`src/hdl/root_port_pm_pkg.sv`:
```
/*
 * Constants for the root port power, wake and event routing register block:
 * register offsets, reset values, field positions, masks and enumerations.
 * Assumes byte-addressed configuration space, accessed one dword at a time.
 */
package root_port_pm_pkg;

    // ********************
    // Register offsets (byte addresses in configuration space)
    // ********************
    localparam logic [11:0] OFF_PM_CONTROL_STATUS  = 12'h0A4;
    localparam logic [11:0] OFF_MISC_PORT_CONFIG   = 12'h0D8;
    localparam logic [11:0] OFF_SMI_SCI_STATUS     = 12'h0DC;
    localparam logic [11:0] OFF_LINK_MODE_STATUS   = 12'h0E2;
    localparam logic [11:0] OFF_VC_CAP_HEADER      = 12'h100;
    localparam logic [11:0] OFF_VC_CAP_SECOND      = 12'h108;
    localparam logic [11:0] OFF_PORT_VC_CONTROL    = 12'h10C;
    localparam logic [11:0] OFF_PORT_VC_STATUS     = 12'h10E;
    localparam logic [11:0] OFF_VC0_RES_CAP        = 12'h110;
    localparam logic [11:0] OFF_VC0_RES_CONTROL    = 12'h114;
    localparam logic [11:0] DWORD_ALIGN_MASK       = 12'hFFC;

    // ********************
    // Reset values
    // ********************
    localparam logic [31:0] MISC_PORT_CONFIG_RESET = 32'h0811_0000;
    localparam logic [15:0] LINK_MODE_RESET        = 16'h0007;
    localparam logic [31:0] VC_CAP_HEADER_RESET    = 32'h1801_0002;
    localparam logic [31:0] VC_CAP_SECOND_RESET    = 32'h0000_0001;
    localparam logic [31:0] VC0_RES_CAP_RESET      = 32'h0000_0001;
    localparam logic [31:0] VC0_RES_CONTROL_RESET  = 32'h8000_00FF;

    // ********************
    // Field positions
    // ********************
    localparam int PM_WAKE_RECEIVED_BIT   = 15;
    localparam int PM_WAKE_ENABLE_BIT     = 8;
    localparam int MISC_PM_CTRL_IRQ_BIT   = 31;
    localparam int MISC_HP_CTRL_IRQ_BIT   = 30;
    localparam int MISC_HOLD_OFF_BIT      = 29;
    localparam int MISC_XLATION_BIT       = 28;
    localparam int MISC_LANE_REVERSE_BIT  = 27;
    localparam int MISC_BUS_CHECK_BIT     = 26;
    localparam int MISC_RANGE_CHECK_BIT   = 25;
    localparam int MISC_MASTER_CHECK_BIT  = 24;
    localparam int MISC_UNIQUE_CLOCK_EXIT_LATENCY_LSB          = 18;
    localparam int MISC_COMMON_CLOCK_EXIT_LATENCY_LSB          = 15;
    localparam int MISC_IOAPIC_BIT        = 7;
    localparam int MISC_BRIDGE_TYPE_BIT   = 2;
    localparam int MISC_HP_MGMT_IRQ_BIT   = 1;
    localparam int MISC_PM_MGMT_IRQ_BIT   = 0;
    localparam logic [31:0] MISC_RW_MASK  = 32'hF71F_8083;
    localparam int STS_PM_CTRL_BIT        = 31;
    localparam int STS_HP_CTRL_BIT        = 30;
    localparam int STS_LINK_ACTIVE_BIT    = 4;
    localparam int STS_PM_MGMT_BIT        = 0;
    localparam int LINK_MODE_FLAG_BIT     = 15;
    localparam int ARB_SELECT_LSB         = 1;
    localparam int PORT_ARB_SELECT_LSB    = 17;
    localparam int CLASS_MAP_LSB          = 1;
    localparam logic [31:0] VC0_CTL_RW_MASK = 32'h000E_00FE;

    // ********************
    // Identity codes and address windows
    // ********************
    localparam logic [7:0]  SUB_CLASS_P2P        = 8'h04;
    localparam logic [7:0]  SUB_CLASS_HOST       = 8'h00;
    localparam logic [31:0] IOAPIC_WINDOW_BASE   = 32'hFEC1_0000;
    localparam int          IOAPIC_WINDOW_BITS   = 15;
    localparam logic [16:0] IOAPIC_PORT_STEP     = 17'h00001;

    // ********************
    // Enumerations
    // ********************
    typedef enum logic [1:0] {
        PS_FULL_ON = 2'b00,
        PS_HOT_LOW = 2'b11
    } power_state_t;

    typedef enum logic [1:0] {
        RX_MEM_WRITE = 2'b00,
        RX_MEM_READ  = 2'b01,
        RX_OTHER     = 2'b10
    } rx_kind_t;

endpackage : root_port_pm_pkg

```
`src/hdl/root_port_pm_event_config.sv`:
```
/*
 * Root port power state, wake status, port configuration, management and
 * control interrupt routing, receive checks and virtual channel registers.
 * Assumes configuration accesses from the port's own request logic on the
 * same clock, and slot and root status flags from neighbouring logic.
 */
`timescale 1ns/1ps

module root_port_pm_event_config (
    // Clock and resets
    input  wire logic                        i_clock,
    input  wire logic                        i_resetn,
    input  wire logic                        i_resume_resetn,
    // Configuration access
    input  wire logic                        i_cfg_valid,
    input  wire logic                        i_cfg_write,
    input  wire logic [11:0]                 i_cfg_addr,
    input  wire logic [3:0]                  i_cfg_byte_en,
    input  wire logic [31:0]                 i_cfg_wdata,
    output logic                             o_cfg_done,
    output logic      [31:0]                 o_cfg_rdata,
    // Wake and slot events
    input  wire logic                        i_wake_message,
    input  wire logic                        i_root_wake_status,
    input  wire logic                        i_link_active,
    input  wire logic                        i_link_active_changed_clear,
    input  wire logic                        i_command_completed,
    input  wire logic                        i_attention_pressed,
    input  wire logic                        i_presence_changed,
    output logic                             o_link_active_changed,
    output logic                             o_acpi_control_interrupt,
    output logic                             o_system_mgmt_interrupt,
    // Straps and port setup
    input  wire logic                        i_lane_reversal_strap,
    input  wire logic                        i_bridge_type_select,
    input  wire logic                        i_link_special_mode,
    input  wire logic [2:0]                  i_port_number,
    input  wire logic                        i_loopback_mode,
    output logic      [7:0]                  o_sub_class,
    output logic                             o_header_type_1,
    output logic      [2:0]                  o_unique_clock_exit_latency,
    output logic      [2:0]                  o_common_clock_exit_latency,
    output logic      [6:0]                  o_class_to_channel_map,
    // Power state effects
    output logic                             o_refuse_io_mem,
    output logic                             o_refuse_type1_cfg,
    output logic                             o_wake_enable_flag,
    // Receive checks
    input  wire logic                        i_rx_valid,
    input  wire root_port_pm_pkg::rx_kind_t  i_rx_kind,
    input  wire logic [7:0]                  i_rx_bus,
    input  wire logic [31:0]                 i_rx_addr,
    input  wire logic                        i_rx_in_window,
    input  wire logic                        i_bus_master_enable,
    input  wire logic [7:0]                  i_secondary_bus_num,
    input  wire logic [7:0]                  i_subordinate_bus_num,
    output logic                             o_rx_ready,
    output logic                             o_rx_unsupported,
    output logic                             o_rx_malformed_fatal,
    output logic                             o_rx_ioapic_forward,
    output logic                             o_loopback_xlation_active
);
    import root_port_pm_pkg::*;

    // ********************
    // State
    // ********************
    typedef struct packed {
        power_state_t power_state;
        logic         wake_received;
        logic [31:0]  misc;
        logic [31:0]  status;
        logic [2:0]   arb_select;
        logic [2:0]   port_arb_select;
        logic [6:0]   class_map;
        logic [1:0]   strap_sync;
        logic         link_active_q;
        logic         link_active_changed;
        logic [3:0]   slot_q;
        logic         root_wake_q;
        logic [31:0]  rdata;
        logic         done;
        logic         acpi_irq;
        logic         smi_irq;
        logic         refuse_io_mem;
        logic         bridge_type;
        logic         rx_ready;
        logic         rx_unsupported;
        logic         rx_malformed;
        logic         rx_ioapic;
        logic         xlation_active;
    } state_t;

    state_t state;
    state_t next_state;
    logic   wake_enable;
    logic   next_wake_enable;

    // ********************
    // Helpers
    // ********************
    function automatic logic [31:0] byte_mask(input logic [3:0] be);
        logic [31:0] m;
        m = '0;
        for (int b = 0; b < 4; b++) begin
            m[b*8 +: 8] = {8{be[b]}};
        end
        return m;
    endfunction : byte_mask

    // ********************
    // Next state
    // ********************
    logic [31:0] read_view;
    logic [31:0] merged;
    logic [11:0] dword_addr;
    logic        wr;
    logic [3:0]  slot_now;
    logic [3:0]  slot_rise;
    logic        pm_event;
    logic        hp_event;
    logic [31:0] status_set;
    logic [31:0] status_clear;
    logic        is_mem;
    logic        bus_bad;
    logic        range_bad;
    logic        master_bad;
    logic        malformed;
    logic [16:0] window_index;

    always_comb begin
        next_state       = state;
        next_wake_enable = wake_enable;
        dword_addr       = i_cfg_addr & DWORD_ALIGN_MASK;
        wr               = i_cfg_valid & i_cfg_write;

        // Lane reversal strap synchroniser
        next_state.strap_sync = {state.strap_sync[0], i_lane_reversal_strap};
        next_state.bridge_type = i_bridge_type_select;

        // Current dword view for reads and byte-enable merge
        read_view = '0;
        unique case (dword_addr)
            OFF_PM_CONTROL_STATUS: begin
                read_view[1:0]                  = state.power_state;
                read_view[PM_WAKE_ENABLE_BIT]   = wake_enable;
                read_view[PM_WAKE_RECEIVED_BIT] = state.wake_received;
            end
            OFF_MISC_PORT_CONFIG: begin
                read_view                        = state.misc & MISC_RW_MASK;
                read_view[MISC_LANE_REVERSE_BIT] = state.strap_sync[1];
                read_view[MISC_BRIDGE_TYPE_BIT]  = state.bridge_type;
            end
            OFF_SMI_SCI_STATUS: begin
                read_view = state.status;
            end
            OFF_LINK_MODE_STATUS & DWORD_ALIGN_MASK: begin
                read_view[31:16]                   = LINK_MODE_RESET;
                read_view[16 + LINK_MODE_FLAG_BIT] = i_link_special_mode;
            end
            OFF_VC_CAP_HEADER: begin
                read_view = VC_CAP_HEADER_RESET;
            end
            OFF_VC_CAP_SECOND: begin
                read_view = VC_CAP_SECOND_RESET;
            end
            OFF_PORT_VC_CONTROL: begin
                // Load bit reads 0, status half reads 0
                read_view[ARB_SELECT_LSB +: 3] = state.arb_select;
            end
            OFF_VC0_RES_CAP: begin
                read_view = VC0_RES_CAP_RESET;
            end
            OFF_VC0_RES_CONTROL: begin
                // Enable bit and class 0 stay set
                read_view = VC0_RES_CONTROL_RESET & ~VC0_CTL_RW_MASK;
                read_view[PORT_ARB_SELECT_LSB +: 3] = state.port_arb_select;
                read_view[CLASS_MAP_LSB +: 7]       = state.class_map;
            end
            default: begin
                read_view = '0;
            end
        endcase
        merged = (read_view & ~byte_mask(i_cfg_byte_en)) | (i_cfg_wdata & byte_mask(i_cfg_byte_en));

        next_state.done  = i_cfg_valid;
        next_state.rdata = (i_cfg_valid && !i_cfg_write) ? read_view : '0;

        // Register writes
        if (wr) begin
            unique case (dword_addr)
                OFF_PM_CONTROL_STATUS: begin
                    if (merged[1:0] == PS_FULL_ON || merged[1:0] == PS_HOT_LOW) begin
                        next_state.power_state = power_state_t'(merged[1:0]);
                    end
                    next_wake_enable = merged[PM_WAKE_ENABLE_BIT];
                end
                OFF_MISC_PORT_CONFIG: begin
                    next_state.misc = merged & MISC_RW_MASK;
                end
                OFF_PORT_VC_CONTROL: begin
                    next_state.arb_select = merged[ARB_SELECT_LSB +: 3];
                end
                OFF_VC0_RES_CONTROL: begin
                    next_state.port_arb_select = merged[PORT_ARB_SELECT_LSB +: 3];
                    next_state.class_map       = merged[CLASS_MAP_LSB +: 7];
                end
                default: begin
                end
            endcase
        end

        // Link active change flag, set wins over clear
        next_state.link_active_q = i_link_active;
        if (i_link_active_changed_clear) begin
            next_state.link_active_changed = 1'b0;
        end
        if (i_link_active != state.link_active_q) begin
            next_state.link_active_changed = 1'b1;
        end

        // Wake received: set by message, dropped when root wake status is cleared
        next_state.root_wake_q = i_root_wake_status;
        if (state.root_wake_q && !i_root_wake_status) begin
            next_state.wake_received = 1'b0;
        end
        if (i_wake_message) begin
            next_state.wake_received = 1'b1;
        end

        // Event edges: link active changed, command done, button, presence
        slot_now = {state.link_active_changed, i_command_completed, i_attention_pressed, i_presence_changed};
        next_state.slot_q = slot_now;
        slot_rise = slot_now & ~state.slot_q;
        pm_event  = i_root_wake_status & ~state.root_wake_q;
        hp_event  = |slot_rise;

        status_set = '0;
        status_set[STS_PM_CTRL_BIT] = pm_event & state.misc[MISC_PM_CTRL_IRQ_BIT];
        status_set[STS_HP_CTRL_BIT] = hp_event & state.misc[MISC_HP_CTRL_IRQ_BIT];
        status_set[STS_LINK_ACTIVE_BIT -: 4] = slot_rise & {4{state.misc[MISC_HP_MGMT_IRQ_BIT]}};
        status_set[STS_PM_MGMT_BIT] = pm_event & state.misc[MISC_PM_MGMT_IRQ_BIT];

        status_clear = (wr && dword_addr == OFF_SMI_SCI_STATUS) ? merged & byte_mask(i_cfg_byte_en) : '0;
        next_state.status = (state.status & ~status_clear) | status_set;

        next_state.acpi_irq = next_state.status[STS_PM_CTRL_BIT] | next_state.status[STS_HP_CTRL_BIT];
        next_state.smi_irq  = |next_state.status[STS_LINK_ACTIVE_BIT:STS_PM_MGMT_BIT];

        next_state.refuse_io_mem = (next_state.power_state == PS_HOT_LOW);

        // Receive checks on memory requests only
        next_state.rx_ready = ~next_state.misc[MISC_HOLD_OFF_BIT];
        is_mem     = i_rx_valid & state.rx_ready & (i_rx_kind != RX_OTHER);
        bus_bad    = state.misc[MISC_BUS_CHECK_BIT]
                     & ((i_rx_bus < i_secondary_bus_num) | (i_rx_bus > i_subordinate_bus_num));
        range_bad  = state.misc[MISC_RANGE_CHECK_BIT] & ~i_rx_in_window;
        master_bad = state.misc[MISC_MASTER_CHECK_BIT] & ~i_bus_master_enable;
        malformed  = is_mem & (i_rx_kind == RX_MEM_READ) & bus_bad;
        next_state.rx_malformed   = malformed;
        next_state.rx_unsupported = is_mem & ~malformed
                                    & (((i_rx_kind == RX_MEM_WRITE) & bus_bad) | range_bad | master_bad);

        window_index = IOAPIC_WINDOW_BASE[31:IOAPIC_WINDOW_BITS] + {14'h0000, i_port_number} - IOAPIC_PORT_STEP;
        next_state.rx_ioapic = is_mem & state.misc[MISC_IOAPIC_BIT]
                               & (i_rx_addr[31:IOAPIC_WINDOW_BITS] == window_index);

        next_state.xlation_active = next_state.misc[MISC_XLATION_BIT] & i_loopback_mode;
    end

    // ********************
    // Registers
    // ********************
    always_ff @(posedge i_clock or negedge i_resetn) begin
        if (!i_resetn) begin
            state           <= '0;
            state.misc      <= MISC_PORT_CONFIG_RESET & MISC_RW_MASK;
            state.class_map <= VC0_RES_CONTROL_RESET[CLASS_MAP_LSB +: 7];
            state.rx_ready  <= 1'b1;
        end else begin
            state <= next_state;
        end
    end

    // Resume-well storage survives warm reset
    always_ff @(posedge i_clock or negedge i_resume_resetn) begin
        if (!i_resume_resetn) begin
            wake_enable <= 1'b0;
        end else begin
            wake_enable <= next_wake_enable;
        end
    end

    // ********************
    // Outputs
    // ********************
    assign o_cfg_done                  = state.done;
    assign o_cfg_rdata                 = state.rdata;
    assign o_link_active_changed       = state.link_active_changed;
    assign o_acpi_control_interrupt    = state.acpi_irq;
    assign o_system_mgmt_interrupt     = state.smi_irq;
    assign o_sub_class                 = state.bridge_type ? SUB_CLASS_HOST : SUB_CLASS_P2P;
    assign o_header_type_1             = ~state.bridge_type;
    assign o_unique_clock_exit_latency = state.misc[MISC_UNIQUE_CLOCK_EXIT_LATENCY_LSB +: 3];
    assign o_common_clock_exit_latency = state.misc[MISC_COMMON_CLOCK_EXIT_LATENCY_LSB +: 3];
    assign o_class_to_channel_map      = state.class_map;
    assign o_refuse_io_mem             = state.refuse_io_mem;
    assign o_refuse_type1_cfg          = state.refuse_io_mem;
    assign o_wake_enable_flag          = wake_enable;
    assign o_rx_ready                  = state.rx_ready;
    assign o_rx_unsupported            = state.rx_unsupported;
    assign o_rx_malformed_fatal        = state.rx_malformed;
    assign o_rx_ioapic_forward         = state.rx_ioapic;
    assign o_loopback_xlation_active   = state.xlation_active;

endmodule : root_port_pm_event_config

```
`config.mk`:
```
export PLATFORM = sky130hd
export DESIGN_NAME = root_port_pm_event_config
export DESIGN_NICKNAME = d
export VERILOG_FILES = /design/src/hdl/root_port_pm_pkg.sv /design/src/hdl/root_port_pm_event_config.sv
export SDC_FILE = /design/constraint.sdc
export NUM_CORES = 1
export LEC_CHECK = 0
export BUFFER_PORTS_ARGS = -buffer_cell sky130_fd_sc_hd__buf_4
export CAP_MARGIN = 10
export CORE_ASPECT_RATIO = 1.1
export CORE_MARGIN = 2
export CORE_UTILIZATION = 30
export DETAILED_ROUTE_END_ITERATION = 8
export PLACE_DENSITY_LB_ADDON = 0.3
export SETUP_SLACK_MARGIN = 0.4
export SYNTH_ARGS = -nofsm -noshare
export SYNTH_HDL_FRONTEND = slang
export SYNTH_SLANG_ARGS = --single-unit
```
`constraint.sdc`:
```
create_clock -name i_clock -period 2.2 [get_ports i_clock]
set_clock_uncertainty 0.05 [all_clocks]
set_input_delay 0 -clock i_clock [delete_from_list [all_inputs] [get_ports i_clock]]
set_output_delay 0 -clock i_clock [all_outputs]
set_load 0.005 [all_outputs]
```
==> impl_metrics.env <==
export IMPL_grt_usage_pct=16.9
export IMPL_cp_required_ns=2.44
export IMPL_io_buffers=169
export IMPL_ys_warn_count=0
export IMPL_crit_type="reg2reg"
export IMPL_final_setup_worst_slack_ns=0.433
export IMPL_ys_seq_area_share_pct=51.9
export IMPL_yosysTopAreaCell="dfrtp_1"
export IMPL_stdcell_count=1002
export IMPL_ys_flop_type="dfrtp_1"
export IMPL_root_buffer="clkbuf_16"
export IMPL_n_fill_cell=1704
export IMPL_n_antenna_cell=0
export IMPL_synth_cell_types=59
export IMPL_fmax_mhz=566
export IMPL_core_area_sq_um=18400
export IMPL_fin_crit_sh_pct=80.3
export IMPL_clock_latency_ns=0.41
export IMPL_die_x_um=135
export IMPL_htreeDepth=4
export IMPL_wl_per_cell_um=16.3
export IMPL_cts_tree="yes"
export IMPL_cp_data_arrival_time_ns=2.01
export IMPL_initial_utilization_pct=30.5
export IMPL_slew_viol_final=0
export IMPL_yosysTopAreaCellShare_pct=47.2
export IMPL_io_pins=194
export IMPL_p_leak_nw=4.05
export IMPL_dpl_cell_area_sq_um=6940
export IMPL_hold_class="in2reg"
export IMPL_synth_edf_count=0
export IMPL_fin_area_sq_um=8320
export IMPL_drt_iter0_drc=449
export IMPL_grt_max_degree=116
export IMPL_vias=4829
export IMPL_area_delta_synth_final_pct=48.0
export IMPL_drtAntennaViolNets=0
export IMPL_hold_viol=0
export IMPL_finalWirelength_um=16300
export IMPL_die_h_um=148
export IMPL_ir_worst_vdd_mv=0.513
export IMPL_cp_end_kind="flop"
export IMPL_rsz0062_at_grt="true"
export IMPL_setup_viol=0
export IMPL_place_inst=896
export IMPL_avgSynthCellArea_sq_um=10.6
export IMPL_cp_max_fo=3
export IMPL_fp_row_count=52
export IMPL_dp_slack_ns=0.0707
export IMPL_clock_sinks=116
export IMPL_overflow=0
export IMPL_syn_area_sq_um=5620
export IMPL_cts_buffers=17
export IMPL_drcViolationCount=0
export IMPL_finalCriticalPeriod_ns=1.77
export IMPL_fin_nets=890
export IMPL_status="finished clean"
export IMPL_syn_instance_count=528
export IMPL_tightest_slew_ns=0.642
export IMPL_cap_violations=0
export IMPL_grt_antenna_before_repair=0
export IMPL_ys_seq_elements=116
export IMPL_grt_pass1_wl_um=25800
export IMPL_cellPowerDensity_nw_per_um2=676
export IMPL_slew_limit_headroom_pct=57.2
export IMPL_p_total_mw=5.63
export IMPL_async_reset_ff_share_pct=100
export IMPL_grt_pass1_vias=4962
export IMPL_gp_congestion=0.889
export IMPL_drive_gt1_share_pct=35.8
export IMPL_cts_buffer_depth=2
export IMPL_tns_ns=0
export IMPL_dr_pass1_iters=6
export IMPL_dieArea_sq_um=19800
export IMPL_via_per_inst=4.82
export IMPL_fin_hold_ws_ns=0.0211
export IMPL_cts_reportedPaths_clkPinSlew_ns=0.05
export IMPL_dp_hpwl_um=12000
export IMPL_synth_area_leaders="dfrtp_1, buf_4, dfstp_2, ha_1, a21boi_0"
export IMPL_cp_start_kind="flop"
export IMPL_final_core_util_pct=45.2
## power by group
part           internal, mW  switching, mW
Combinational         0.303          0.238
Sequential             2.16         0.0139
Clock                  1.92          0.986
## area by class of cell
| class | count | area, sq um | share of cell area, % |
|---|---|---|---|
| timing repair buffer | 267 | 2200 | 26.4 |
| multi-input combinational | 317 | 2180 | 26.2 |
| sequential | 116 | 2920 | 35.1 |
| inverter | 27 | 101 | 1.22 |
| clock inverter | 13 | 180 | 2.17 |
| clock buffer | 19 | 443 | 5.32 |
| tap | 243 | 304 | 3.65 |
## worst max-delay path: stages (launching register included)
cell	delay, ns
dfrtp_1	0.39
inv_1	0.09
nor2_1	0.06
or4_1	0.48
a22o_1	0.28
or2_2	0.29
## routing by layer
layer	track usage, %	up-vias	wire (um)
li1	-	2249	-
met1	20.3	2367	6520
met2	29.0	179	8510
met3	3.81	34	824
met4	7.68	0	491
met5	0	-	0
## timing repair
action                     4_1_cts  5_1_grt
hold buffers                    65        0
hold endpoints to repair       183        0
pin swaps                        0        2
setup buffers                    0        9
setup endpoints to repair        1       10
gates resized for setup          1        8
## cells by family after synthesis
group,after synthesis,synth area share [%]
simple gates,154,15.0
compound gates,117,14.7
flops,116,51.9
buf+inv,101,10.5
mux,18,3.52
fa+ha+maj,16,3.56
xor+xnor,5,0.779
other cells,1,0.0667
## cells in the mapped netlist (4+ instances only)
cell / number
nor3b_1: 4
clkbuf_1: 14
nand2_1: 38
a21boi_0: 25
o21ai_0: 14
and2_1: 6
inv_1: 26
and3_1: 11
buf_4: 55
nor2b_1: 11
nor4_1: 4
a21oi_1: 17
a22o_1: 10
nor3_1: 5
dfrtp_1: 106
nand3_1: 6
o21ai_1: 5
nand4_1: 7
nor2_1: 37
a22oi_1: 14
ha_1: 16
a221oi_1: 5
mux2i_1: 4
nand2b_1: 4
mux2_2: 13
o211ai_1: 5
dfstp_2: 10
## flip-flops by register name, summed over array words and instances (netlist names)
register and cells:
o_cfg_done 1, state 59, o_wake_enable_flag 1, o_rx_malformed_fatal 1, o_loopback_xlation_active 1, o_refuse_io_mem 1
o_rx_unsupported 1, o_rx_ioapic_forward 1, o_system_mgmt_interrupt 1, o_common_clock_exit_latency 3, o_link_active_changed 1, o_unique_clock_exit_latency 3
o_acpi_control_interrupt 1, next_state 1, o_cfg_rdata 32, o_class_to_channel_map 7, o_rx_ready 1
## final timing paths
path | start | end | slack (ns) | cells past startpoint
setup reg to reg | o_link_active_changed | o_acpi_control_interrupt | 0.43 | 5
min in group asynchronous | i_resetn | state[87] | 0.14 | 3
hold reg to reg | next_state[50] | state[50] | 0.31 | 0
setup / recovery | o_link_active_changed | o_acpi_control_interrupt | 0.43 | 5
hold / removal | i_cfg_valid | o_common_clock_exit_latency[2] | 0.02 | 3
max in group asynchronous | i_resetn | state[97] | 1.42 | 3
## placed cells by master, fill, tap and decap left out, drive strengths merged, types with 4 or more instances in the layout
cell           n
buf          202
dfrtp        106
dlygate4sd3   65
nand2         38
nor2          37
inv           28
a21boi        25
clkbuf        19
o21ai         19
a21oi         17
ha            16
a22oi         14
mux2          14
nor2b         11
and3          11
a22o          10
dfstp         10
nand4          7
conb           7
nand3          7
and2           6
nor4           6
nor3           6
o211ai         5
a221oi         5
clkinv         5
nor3b          4
nand2b         4
bufinv         4
mux2i          4
Power figures use the tool's default switching activity.
